`src/msc_params.svh`:
```
// Constants of the muting sequence controller: offsets, reset values, timing
`ifndef MSC_PARAMS_SVH
`define MSC_PARAMS_SVH

// ****************************************************************
// Register map (APB byte addresses)
// ****************************************************************
`define MSC_ADDR_W          8
`define MSC_OFF_CTRL        8'h00
`define MSC_OFF_SENS_TIME   8'h04
`define MSC_OFF_TIMEOUT     8'h08
`define MSC_OFF_BLIND       8'h0C
`define MSC_OFF_EOM         8'h10
`define MSC_OFF_STATUS      8'h14

// ****************************************************************
// Field layout and reset values
// ****************************************************************
`define MSC_TIME_W          20
`define MSC_RST_CTRL        32'h00000000
`define MSC_RST_SENS_TIME   20'h007D0
`define MSC_RST_TIMEOUT     20'h02710
`define MSC_RST_BLIND       20'h000FA
`define MSC_RST_EOM         20'h009C4
`define MSC_UNLIMITED       20'h00000
`define MSC_STAT_ABORT_LSB  8
`define MSC_STAT_ABORT_MSB  10

// ****************************************************************
// Timing
// ****************************************************************
`define MSC_CLK_HZ          10000000
`define MSC_MS_PER_S        1000
`define MSC_MIN_SENS_MS     20'h00096

`endif

```
`src/msc_pkg.sv`:
```
// Types shared by the muting sequence controller files
package msc_pkg;

  typedef enum logic [1:0] {msc_mode_concurrent, msc_mode_l_type, msc_mode_sequential} msc_mode_e;

  typedef enum logic [1:0] {both_directions_setting, msc_dir_up, msc_dir_down} msc_dir_e;

  typedef enum logic [2:0] {
    st_idle, st_ready, st_pair, st_seq, st_muted, st_release, st_blind
  } msc_state_e;

  typedef struct packed {
    logic [22:0] rsvd;
    logic        blind_en;
    logic        min_sensor_en;
    logic        enable_only;
    logic        with_enable;
    logic        close_sensor;
    msc_dir_e    dir;
    msc_mode_e   mode;
  } msc_ctrl_s;

  typedef struct packed {
    logic exit_sensor_b;
    logic exit_sensor_a;
    logic entry_sensor_b;
    logic entry_sensor_a;
  } msc_sensors_s;

endpackage

```
`src/msc_ms_timer.sv`:
```
// Millisecond elapsed-time counter, saturating, cleared on demand
`timescale 1ns/1ps
module msc_ms_timer #(
  parameter int W = 20
) (
  input  wire logic         core_clk,
  input  wire logic         reset,
  input  wire logic         tick_ms,
  input  wire logic         clear,
  output logic [W-1:0]      count_ms
);

  // Saturates so an unlimited wait never wraps back into range
  always_ff @(posedge core_clk) begin
    if (reset || clear) begin
      count_ms <= '0;
    end else if (tick_ms && (count_ms != {W{1'b1}})) begin
      count_ms <= count_ms + W'(1);
    end
  end

endmodule

```
`src/msc_controller.sv`:
```
// Muting sequence controller: APB registers, sequence FSM, timers
//
// Local design decisions: the placing of the registers and register access over APB.
`timescale 1ns/1ps
`include "msc_params.svh"
module msc_controller #(
  parameter int TICKS_PER_MS = `MSC_CLK_HZ / `MSC_MS_PER_S
) (
  input  wire logic                         core_clk,
  input  wire logic                         reset,
  input  wire logic                         psel,
  input  wire logic                         penable,
  input  wire logic                         pwrite,
  input  wire logic [`MSC_ADDR_W-1:0]       paddr,
  input  wire logic [31:0]                  pwdata,
  output logic      [31:0]                  prdata,
  output logic                              pready,
  output logic                              pslverr,
  input  wire msc_pkg::msc_sensors_s        sensors,
  input  wire logic                         curtain_in,
  input  wire logic                         enable_in,
  output logic                              muted_out,
  output logic                              curtain_eff_out
);

  localparam int PW = (TICKS_PER_MS > 1) ? $clog2(TICKS_PER_MS) : 1;
  localparam int TW = `MSC_TIME_W;

  // ****************************************************************
  // Register file
  // ****************************************************************
  msc_pkg::msc_ctrl_s   ctrl_reg;
  logic [TW-1:0]        sens_time_reg;
  logic [TW-1:0]        timeout_reg;
  logic [TW-1:0]        blind_reg;
  logic [TW-1:0]        eom_reg;
  logic [2:0]           abort_reg;
  logic [2:0]           abort_set;
  msc_pkg::msc_state_e  state_reg;
  msc_pkg::msc_state_e  state_next;
  logic                 dir_down_reg;
  logic                 dir_down_next;
  logic [2:0]           step_reg;
  logic [2:0]           step_next;
  logic                 armed_reg;
  logic                 en_prev_reg;
  logic                 broke_reg;
  logic                 start;
  logic [31:0]          rdata;
  logic [2:0]           sel;
  logic                 wr_fire;
  msc_pkg::msc_ctrl_s   wr_ctrl;

  function automatic logic [2:0] reg_sel(input logic [`MSC_ADDR_W-1:0] a);
    case (a)
      `MSC_OFF_CTRL:      reg_sel = 3'h1;
      `MSC_OFF_SENS_TIME: reg_sel = 3'h2;
      `MSC_OFF_TIMEOUT:   reg_sel = 3'h3;
      `MSC_OFF_BLIND:     reg_sel = 3'h4;
      `MSC_OFF_EOM:       reg_sel = 3'h5;
      `MSC_OFF_STATUS:    reg_sel = 3'h6;
      default:            reg_sel = 3'h0;
    endcase
  endfunction

  assign sel     = reg_sel(paddr);
  assign wr_fire = psel && penable && pready && pwrite;
  assign wr_ctrl = msc_pkg::msc_ctrl_s'(pwdata);

  always_comb begin
    case (sel)
      3'h1:    rdata = ctrl_reg;
      3'h2:    rdata = {{(32-TW){1'b0}}, sens_time_reg};
      3'h3:    rdata = {{(32-TW){1'b0}}, timeout_reg};
      3'h4:    rdata = {{(32-TW){1'b0}}, blind_reg};
      3'h5:    rdata = {{(32-TW){1'b0}}, eom_reg};
      3'h6:    rdata = {21'h000000, abort_reg, 1'b0, broke_reg, state_reg, dir_down_reg, armed_reg, muted_out};
      default: rdata = 32'h00000000;
    endcase
  end

  // Zero-wait slave: answer raised in the setup cycle, seen in first access cycle
  always_ff @(posedge core_clk) begin
    if (reset) begin
      pready  <= 1'b0;
      pslverr <= 1'b0;
      prdata  <= 32'h00000000;
    end else begin
      pready  <= psel && !penable && !pready;
      pslverr <= psel && !penable && !pready && (sel == 3'h0);
      prdata  <= (psel && !penable && !pready && !pwrite) ? rdata : 32'h00000000;
    end
  end

  always_ff @(posedge core_clk) begin
    if (reset) begin
      ctrl_reg      <= msc_pkg::msc_ctrl_s'(`MSC_RST_CTRL);
      sens_time_reg <= `MSC_RST_SENS_TIME;
      timeout_reg   <= `MSC_RST_TIMEOUT;
      blind_reg     <= `MSC_RST_BLIND;
      eom_reg       <= `MSC_RST_EOM;
    end else if (wr_fire) begin
      case (sel)
        3'h1:    ctrl_reg      <= msc_pkg::msc_ctrl_s'({23'h000000, pwdata[8:0]});
        3'h2:    sens_time_reg <= pwdata[TW-1:0];
        3'h3:    timeout_reg   <= pwdata[TW-1:0];
        3'h4:    blind_reg     <= pwdata[TW-1:0];
        3'h5:    eom_reg       <= pwdata[TW-1:0];
        default: ;
      endcase
    end
  end

  // Sticky abort causes; a new abort in the clearing cycle survives
  always_ff @(posedge core_clk) begin
    if (reset) begin
      abort_reg <= 3'h0;
    end else if (wr_fire && (sel == 3'h6)) begin
      abort_reg <= (abort_reg & ~pwdata[`MSC_STAT_ABORT_MSB:`MSC_STAT_ABORT_LSB]) | abort_set;
    end else begin
      abort_reg <= abort_reg | abort_set;
    end
  end

  // ****************************************************************
  // Millisecond tick and timers
  // ****************************************************************
  logic [PW-1:0] presc_reg;
  logic          tick_reg;
  logic [TW-1:0] ph_ms;
  logic [TW-1:0] cyc_ms;
  logic          ph_clear;
  logic          cyc_clear;

  always_ff @(posedge core_clk) begin
    if (reset) begin
      presc_reg <= '0;
      tick_reg  <= 1'b0;
    end else if (presc_reg == PW'(TICKS_PER_MS - 1)) begin
      presc_reg <= '0;
      tick_reg  <= 1'b1;
    end else begin
      presc_reg <= presc_reg + PW'(1);
      tick_reg  <= 1'b0;
    end
  end

  assign ph_clear  = (state_next != state_reg);
  assign cyc_clear = (state_reg == msc_pkg::st_idle) || (state_reg == msc_pkg::st_ready)
                     || (state_reg == msc_pkg::st_blind);

  msc_ms_timer #(.W(TW)) u_phase_timer (
    .core_clk (core_clk),
    .reset    (reset),
    .tick_ms  (tick_reg),
    .clear    (ph_clear),
    .count_ms (ph_ms)
  );

  msc_ms_timer #(.W(TW)) u_cycle_timer (
    .core_clk (core_clk),
    .reset    (reset),
    .tick_ms  (tick_reg),
    .clear    (cyc_clear),
    .count_ms (cyc_ms)
  );

  // ****************************************************************
  // Enable handling
  // ****************************************************************
  logic en_rise;
  logic en_fall;
  logic cancel;
  logic l_mode;
  logic seq_mode;

  assign en_rise  = enable_in && !en_prev_reg;
  assign en_fall  = !enable_in && en_prev_reg;
  assign cancel   = ctrl_reg.with_enable && !ctrl_reg.enable_only && en_fall;
  assign l_mode   = (ctrl_reg.mode == msc_pkg::msc_mode_l_type);
  assign seq_mode = (ctrl_reg.mode == msc_pkg::msc_mode_sequential);

  // Starts high so an enable already high out of reset is not a rising edge
  always_ff @(posedge core_clk) begin
    if (reset) begin
      en_prev_reg <= 1'b1;
    end else begin
      en_prev_reg <= enable_in;
    end
  end

  always_ff @(posedge core_clk) begin
    if (reset) begin
      armed_reg <= 1'b0;
    end else if (wr_fire && (sel == 3'h1)) begin
      // Stale arming from always-enabled use must not leak into enable mode
      armed_reg <= !wr_ctrl.with_enable;
    end else if (!ctrl_reg.with_enable) begin
      armed_reg <= 1'b1;
    end else if (en_rise) begin
      armed_reg <= 1'b1;
    end else if (start || cancel) begin
      armed_reg <= 1'b0;
    end
  end

  // ****************************************************************
  // Sequence state machine
  // ****************************************************************
  logic [3:0] ord;
  logic       entry_any;
  logic       exit_any;
  logic       precond;
  logic       in_cycle;
  logic       tout_hit;
  logic       closed;
  logic       over_step;

  function automatic logic [3:0] ordered(input msc_pkg::msc_sensors_s s, input logic down);
    ordered = down ? {s.entry_sensor_a, s.entry_sensor_b, s.exit_sensor_a, s.exit_sensor_b}
                   : {s.exit_sensor_b, s.exit_sensor_a, s.entry_sensor_b, s.entry_sensor_a};
  endfunction

  assign ord       = ordered(sensors, dir_down_reg);
  assign entry_any = sensors.entry_sensor_a || sensors.entry_sensor_b;
  assign exit_any  = !l_mode && (sensors.exit_sensor_a || sensors.exit_sensor_b);
  assign precond   = curtain_in && !entry_any && !exit_any;
  assign in_cycle  = (state_reg == msc_pkg::st_pair) || (state_reg == msc_pkg::st_seq)
                     || (state_reg == msc_pkg::st_muted) || (state_reg == msc_pkg::st_release);
  assign tout_hit  = (timeout_reg != `MSC_UNLIMITED) && (cyc_ms >= timeout_reg);

  always_comb begin
    over_step = 1'b0;
    for (int k = 1; k < 4; k++) begin
      if ((3'(k) > step_reg) && ord[k]) begin
        over_step = 1'b1;
      end
    end
  end

  always_comb begin
    state_next    = state_reg;
    dir_down_next = dir_down_reg;
    step_next     = step_reg;
    abort_set     = 3'h0;
    start         = 1'b0;
    closed        = 1'b0;
    case (state_reg)
      msc_pkg::st_idle: begin
        if (precond) begin
          state_next = msc_pkg::st_ready;
        end
      end
      msc_pkg::st_ready: begin
        if (!curtain_in) begin
          state_next = msc_pkg::st_idle;
        end else if (entry_any) begin
          if (armed_reg && (ctrl_reg.dir != msc_pkg::msc_dir_down)) begin
            start         = 1'b1;
            dir_down_next = 1'b0;
            step_next     = 3'h1;
            state_next    = seq_mode ? msc_pkg::st_seq : msc_pkg::st_pair;
          end else begin
            state_next = msc_pkg::st_idle;
          end
        end else if (exit_any) begin
          if (armed_reg && (ctrl_reg.dir != msc_pkg::msc_dir_up)) begin
            start         = 1'b1;
            dir_down_next = 1'b1;
            step_next     = 3'h1;
            state_next    = seq_mode ? msc_pkg::st_seq : msc_pkg::st_pair;
          end else begin
            state_next = msc_pkg::st_idle;
          end
        end
      end
      msc_pkg::st_pair: begin
        if (ord[0] && ord[1] && (ph_ms <= sens_time_reg)) begin
          if (ctrl_reg.min_sensor_en && (ph_ms <= `MSC_MIN_SENS_MS)) begin
            state_next   = msc_pkg::st_idle;
            abort_set[1] = 1'b1;
          end else begin
            state_next = msc_pkg::st_muted;
          end
        end else if ((ph_ms > sens_time_reg) || !(ord[0] || ord[1]) || (!l_mode && (ord[2] || ord[3]))
                     || !curtain_in) begin
          state_next   = msc_pkg::st_idle;
          abort_set[1] = 1'b1;
        end
      end
      msc_pkg::st_seq: begin
        // No time limit between steps beyond the cycle timeout; order and curtain decide each step
        if (over_step || !curtain_in) begin
          state_next   = msc_pkg::st_idle;
          abort_set[1] = 1'b1;
        end else if (ord[step_reg[1:0]]) begin
          step_next = step_reg + 3'h1;
          if (step_reg == 3'h3) begin
            state_next = msc_pkg::st_muted;
          end
        end
      end
      msc_pkg::st_muted: begin
        if (l_mode) begin
          if (!ord[0] || !ord[1]) begin
            state_next = msc_pkg::st_release;
          end
        end else if (ctrl_reg.close_sensor) begin
          closed = !ord[0] && !ord[1] && !ord[2];
        end else begin
          closed = broke_reg && curtain_in;
        end
      end
      msc_pkg::st_release: begin
        closed = (ph_ms >= eom_reg) || (curtain_in && !entry_any);
      end
      msc_pkg::st_blind: begin
        if (ph_ms >= blind_reg) begin
          state_next = msc_pkg::st_idle;
        end
      end
      default: state_next = msc_pkg::st_idle;
    endcase
    if (closed) begin
      // Blind time only follows a curtain close, except in L mode
      if (ctrl_reg.blind_en && (l_mode || !ctrl_reg.close_sensor)) begin
        state_next = msc_pkg::st_blind;
      end else begin
        state_next = msc_pkg::st_idle;
      end
    end
    if (in_cycle && tout_hit) begin
      state_next   = msc_pkg::st_idle;
      abort_set[0] = 1'b1;
    end
    if (cancel && (state_reg != msc_pkg::st_idle)) begin
      state_next   = msc_pkg::st_idle;
      abort_set[2] = 1'b1;
    end
  end

  always_ff @(posedge core_clk) begin
    if (reset) begin
      state_reg    <= msc_pkg::st_idle;
      dir_down_reg <= 1'b0;
      step_reg     <= 3'h0;
    end else begin
      state_reg    <= state_next;
      dir_down_reg <= dir_down_next;
      step_reg     <= step_next;
    end
  end

  // Remembers that material actually broke the curtain during muting
  always_ff @(posedge core_clk) begin
    if (reset || (state_reg != msc_pkg::st_muted)) begin
      broke_reg <= 1'b0;
    end else if (!curtain_in) begin
      broke_reg <= 1'b1;
    end
  end

  always_ff @(posedge core_clk) begin
    if (reset) begin
      muted_out       <= 1'b0;
      curtain_eff_out <= 1'b0;
    end else begin
      muted_out       <= (state_next == msc_pkg::st_muted) || (state_next == msc_pkg::st_release);
      curtain_eff_out <= curtain_in || (state_next == msc_pkg::st_muted)
                         || (state_next == msc_pkg::st_release) || (state_next == msc_pkg::st_blind);
    end
  end
endmodule

```
`config.mk`:
```
export PLATFORM = sky130hd
export DESIGN_NAME = msc_controller
export DESIGN_NICKNAME = d
export VERILOG_FILES = /design/src/msc_pkg.sv /design/src/msc_ms_timer.sv /design/src/msc_controller.sv
export VERILOG_INCLUDE_DIRS = /design/src
export SDC_FILE = /design/constraint.sdc
export NUM_CORES = 1
export LEC_CHECK = 0
export BUFFER_PORTS_ARGS = -buffer_cell sky130_fd_sc_hd__buf_2
export CAP_MARGIN = 30
export CORE_UTILIZATION = 61
export CTS_CLUSTER_DIAMETER = 30
export CTS_CLUSTER_SIZE = 10
export DETAILED_ROUTE_END_ITERATION = 6
export HOLD_SLACK_MARGIN = 0.02
export PLACE_DENSITY = 0.89
export SLEW_MARGIN = 20
export SYNTH_ARGS = -nofsm -noshare
export SYNTH_HDL_FRONTEND = slang
export SYNTH_SLANG_ARGS = --single-unit
```
`constraint.sdc`:
```
create_clock -name core_clk -period 6.03 [get_ports core_clk]
set_clock_uncertainty 0.2 [all_clocks]
set_input_delay 0.3015 -clock core_clk [delete_from_list [all_inputs] [get_ports core_clk]]
set_output_delay 0.3015 -clock core_clk [all_outputs]
set_load 0.03 [all_outputs]
```
==> results.cfg <==
[synth]
yosysSeqAreaShare_pct = 36.0
syn_area_um2 = 10100
synth_fa_ha_area_share_pct = 10.6
synth_top_family_by_area = simple AND/OR/NAND/NOR gates
synthXorXnorAreaFrac_pct = 4.35
synthArstFlopShare_pct = 0
synth.area.top_cells = dfxtp_1 (36%), ha_1 (11%), nand2_1 (8.8%)
synth_seq_cells = 181
synth_edf_count = 0
ys.flop_type = dfxtp_1
synth_mux_area_share_pct = 2.04
synth_compound_area_share_pct = 16.7
syn_inst = 1239
yosysTopAreaCell = dfxtp_1
synth_top_area_share_pct = 36.0
syn_avg_cell_area_um2 = 8.13
yosysWarnings = 0
synth-simple-area-share_pct = 23.7
synth.distinct_cells = 76

[grt]
grt_max_degree = 53
grt_usage_pct = 35.6
grt_pass1_wl_mm = 46.7
antenna_found_initial = 1
grt_overflow_total = 0
first_global_vias = 9248

[pwr]
peakVddDrop_mv = 0.201
power_mw = 2.47
power_leakage_nw = 4.33
powerDensity_nw_per_um2 = 217

[floorplan]
initial_core_util_pct = 62.9
die_w_um = 130
pin_count = 87
die_y_um = 130
rows = 46
die_area_um2 = 17000
coreArea_um2 = 16000

[critical_path]
critPathLaunchType = flop
cp_slowest_cell = dfxtp_1
r2r_start = u_phase_timer.count_ms[11]
crit_fanout = 20
cp_slowest_stage_delay_ns = 0.54
criticalPathCategory = flop to flop
critPathBufInv = 1
crit_family = compound AO/OA/AOI/OAI gates
crit_arrival_ns = 3.76
cp-end-kind = flop
reg2regPathDepth = 10
r2r_setup_slack_ns = 2.39
path_cells = ha_1 > and3_4 > a221o_1 > a211o_1 > a31oi_1 > o22ai_1 > nor4_1 > mux2i_2 > buf_4 > nor4_2
regToRegEndpoint = u_phase_timer.count_ms[12]
crit_required_ns = 6.15

[cts]
h-tree-depth = 4
cts_setup_buffers = 0
clock_path_buffers = 2
root_buffer = clkbuf_16
cts.clk_slew.worst_paths_ns = 0.07
cts_tree = done
clk_latency_ns = 0.44
clock-sinks = 181
cts_buffers = 17

[cells_and_area]
mostFrequentLayoutCell = nand2_1
fillCellCount = 1187
utilization_pct = 71.0
fin_nets = 1437
final_cell_mix = nand2_1 (236), dfxtp_1 (181), a21oi_1 (129)
area_growth_pct = 12.8
layout-drive-gt1-share_pct = 12.3
final_cells = 1531

[worst_hold_path]
min_to = pready
min_path_type = input port to flop
hold_start = psel
whs_path_depth = 3

[sta]
period_minus_slack_ns = 3.64
tightest_slew_ns = 1.01
setup_violations = 0
holdWs_ns = 0.0712
finalHoldViolCount = 0
slew_viol_final = 0
tns_ns = 0
rsz0062_at_grt = no
maxClockFrequency_mhz = 274
period_share_pct = 60.4
slew_headroom_pct = 31.8

[placed_design]
numPortBuffers = 62
gp_congestion = 0.962
dp_cells = 1474
hpwl_mm = 20.3

[route]
drt.antenna.violating_nets = 0
vias = 9770
dr.pass1.iters = 7
routed_wl_mm = 29.4
drt_iter0_drc = 1376
viasPerCell = 6.38
wl_per_cell_um = 19.2
drc = 1

[outcome]
violations = design-rule violations
outcome = finished, violations left

[run]
drv_cap = 0
-- power breakdown --
part	internal [mW]	switching (mW)	leakage [nW]	total, mW
registers	1.20	0.00314	1.46	1.20
clock network	0.649	0.516	0.299	1.17
logic	0.0333	0.0683	2.57	0.102
-- metrics by stage --
| step | setup slack, ns | cell area, um2 |
|---|---|---|
| CTS | 2.46 | 11300 |
| global placement | 2.59 | 10500 |
| global route | 2.27 | 11400 |
| detailed placement | 2.50 | 10500 |
| floorplan | 2.85 | 10100 |
| finish | 2.39 | 11400 |
-- tightest hold or removal path, delay by kind of cell --
family                 cells  cell delay, ns
buffers and inverters      2            0.15
AND/OR/NAND/NOR            1            0.21
-- metal layers --
| layer | up-vias | global-route usage, % | wire [um] |
|---|---|---|---|
| li1 | 4456 | - | - |
| met1 | 4580 | 43.6 | 11200 |
| met2 | 590 | 56.9 | 13600 |
| met3 | 144 | 9.69 | 3190 |
| met4 | 0 | 19.6 | 1420 |
| met5 | - | 0 | 0 |
-- cells by family (layout without fill, tap and decap cells) --
group	count (synthesis)	in the layout
AND/OR/NAND/NOR	485	485
buffers and inverters	158	222
AO/OA/AOI/OAI	261	261
adder cells (fa/ha/maj)	85	85
other	1	13
flip-flops	181	181
XOR/XNOR	50	50
multiplexers	18	18
-- cell type report --
class	count	area, um2	share of cell area, %
flip-flops and latches	181	3620	31.9
repair buffers	99	648	5.71
inverters	91	342	3.01
well taps	216	270	2.38
clock buffers	20	457	4.02
clock inverters	12	159	1.40
multi-input cells	911	5860	51.6
diodes	1	2.50	0.0220
-- cell usage after synthesis (all sizes together) (25+ instances only) --
cell    instances
clkbuf         45
o21ai          32
nor4           32
a21oi         129
dfxtp         181
nand3          33
nor2           75
inv            91
nand2         236
ha             85
o211ai         25
xor2           26
-- worst max path at each step --
stage,startpoint,endpoint,depth (start not counted)
floorplan,u_phase_timer.count_ms[11],u_phase_timer.count_ms[0],10
global placement,u_phase_timer.count_ms[11],u_phase_timer.count_ms[15],10
detailed placement,u_phase_timer.count_ms[11],u_phase_timer.count_ms[16],10
CTS,u_phase_timer.count_ms[11],u_phase_timer.count_ms[12],10
global route,u_phase_timer.count_ms[0],u_phase_timer.count_ms[15],11
finish,u_phase_timer.count_ms[11],u_phase_timer.count_ms[12],10
-- what timing repair did --
item,in CTS,in global routing
gates resized for setup,0,0
endpoints found under the hold margin,89,0
hold buffers,22,0
Power figures use the tool's default switching activity.
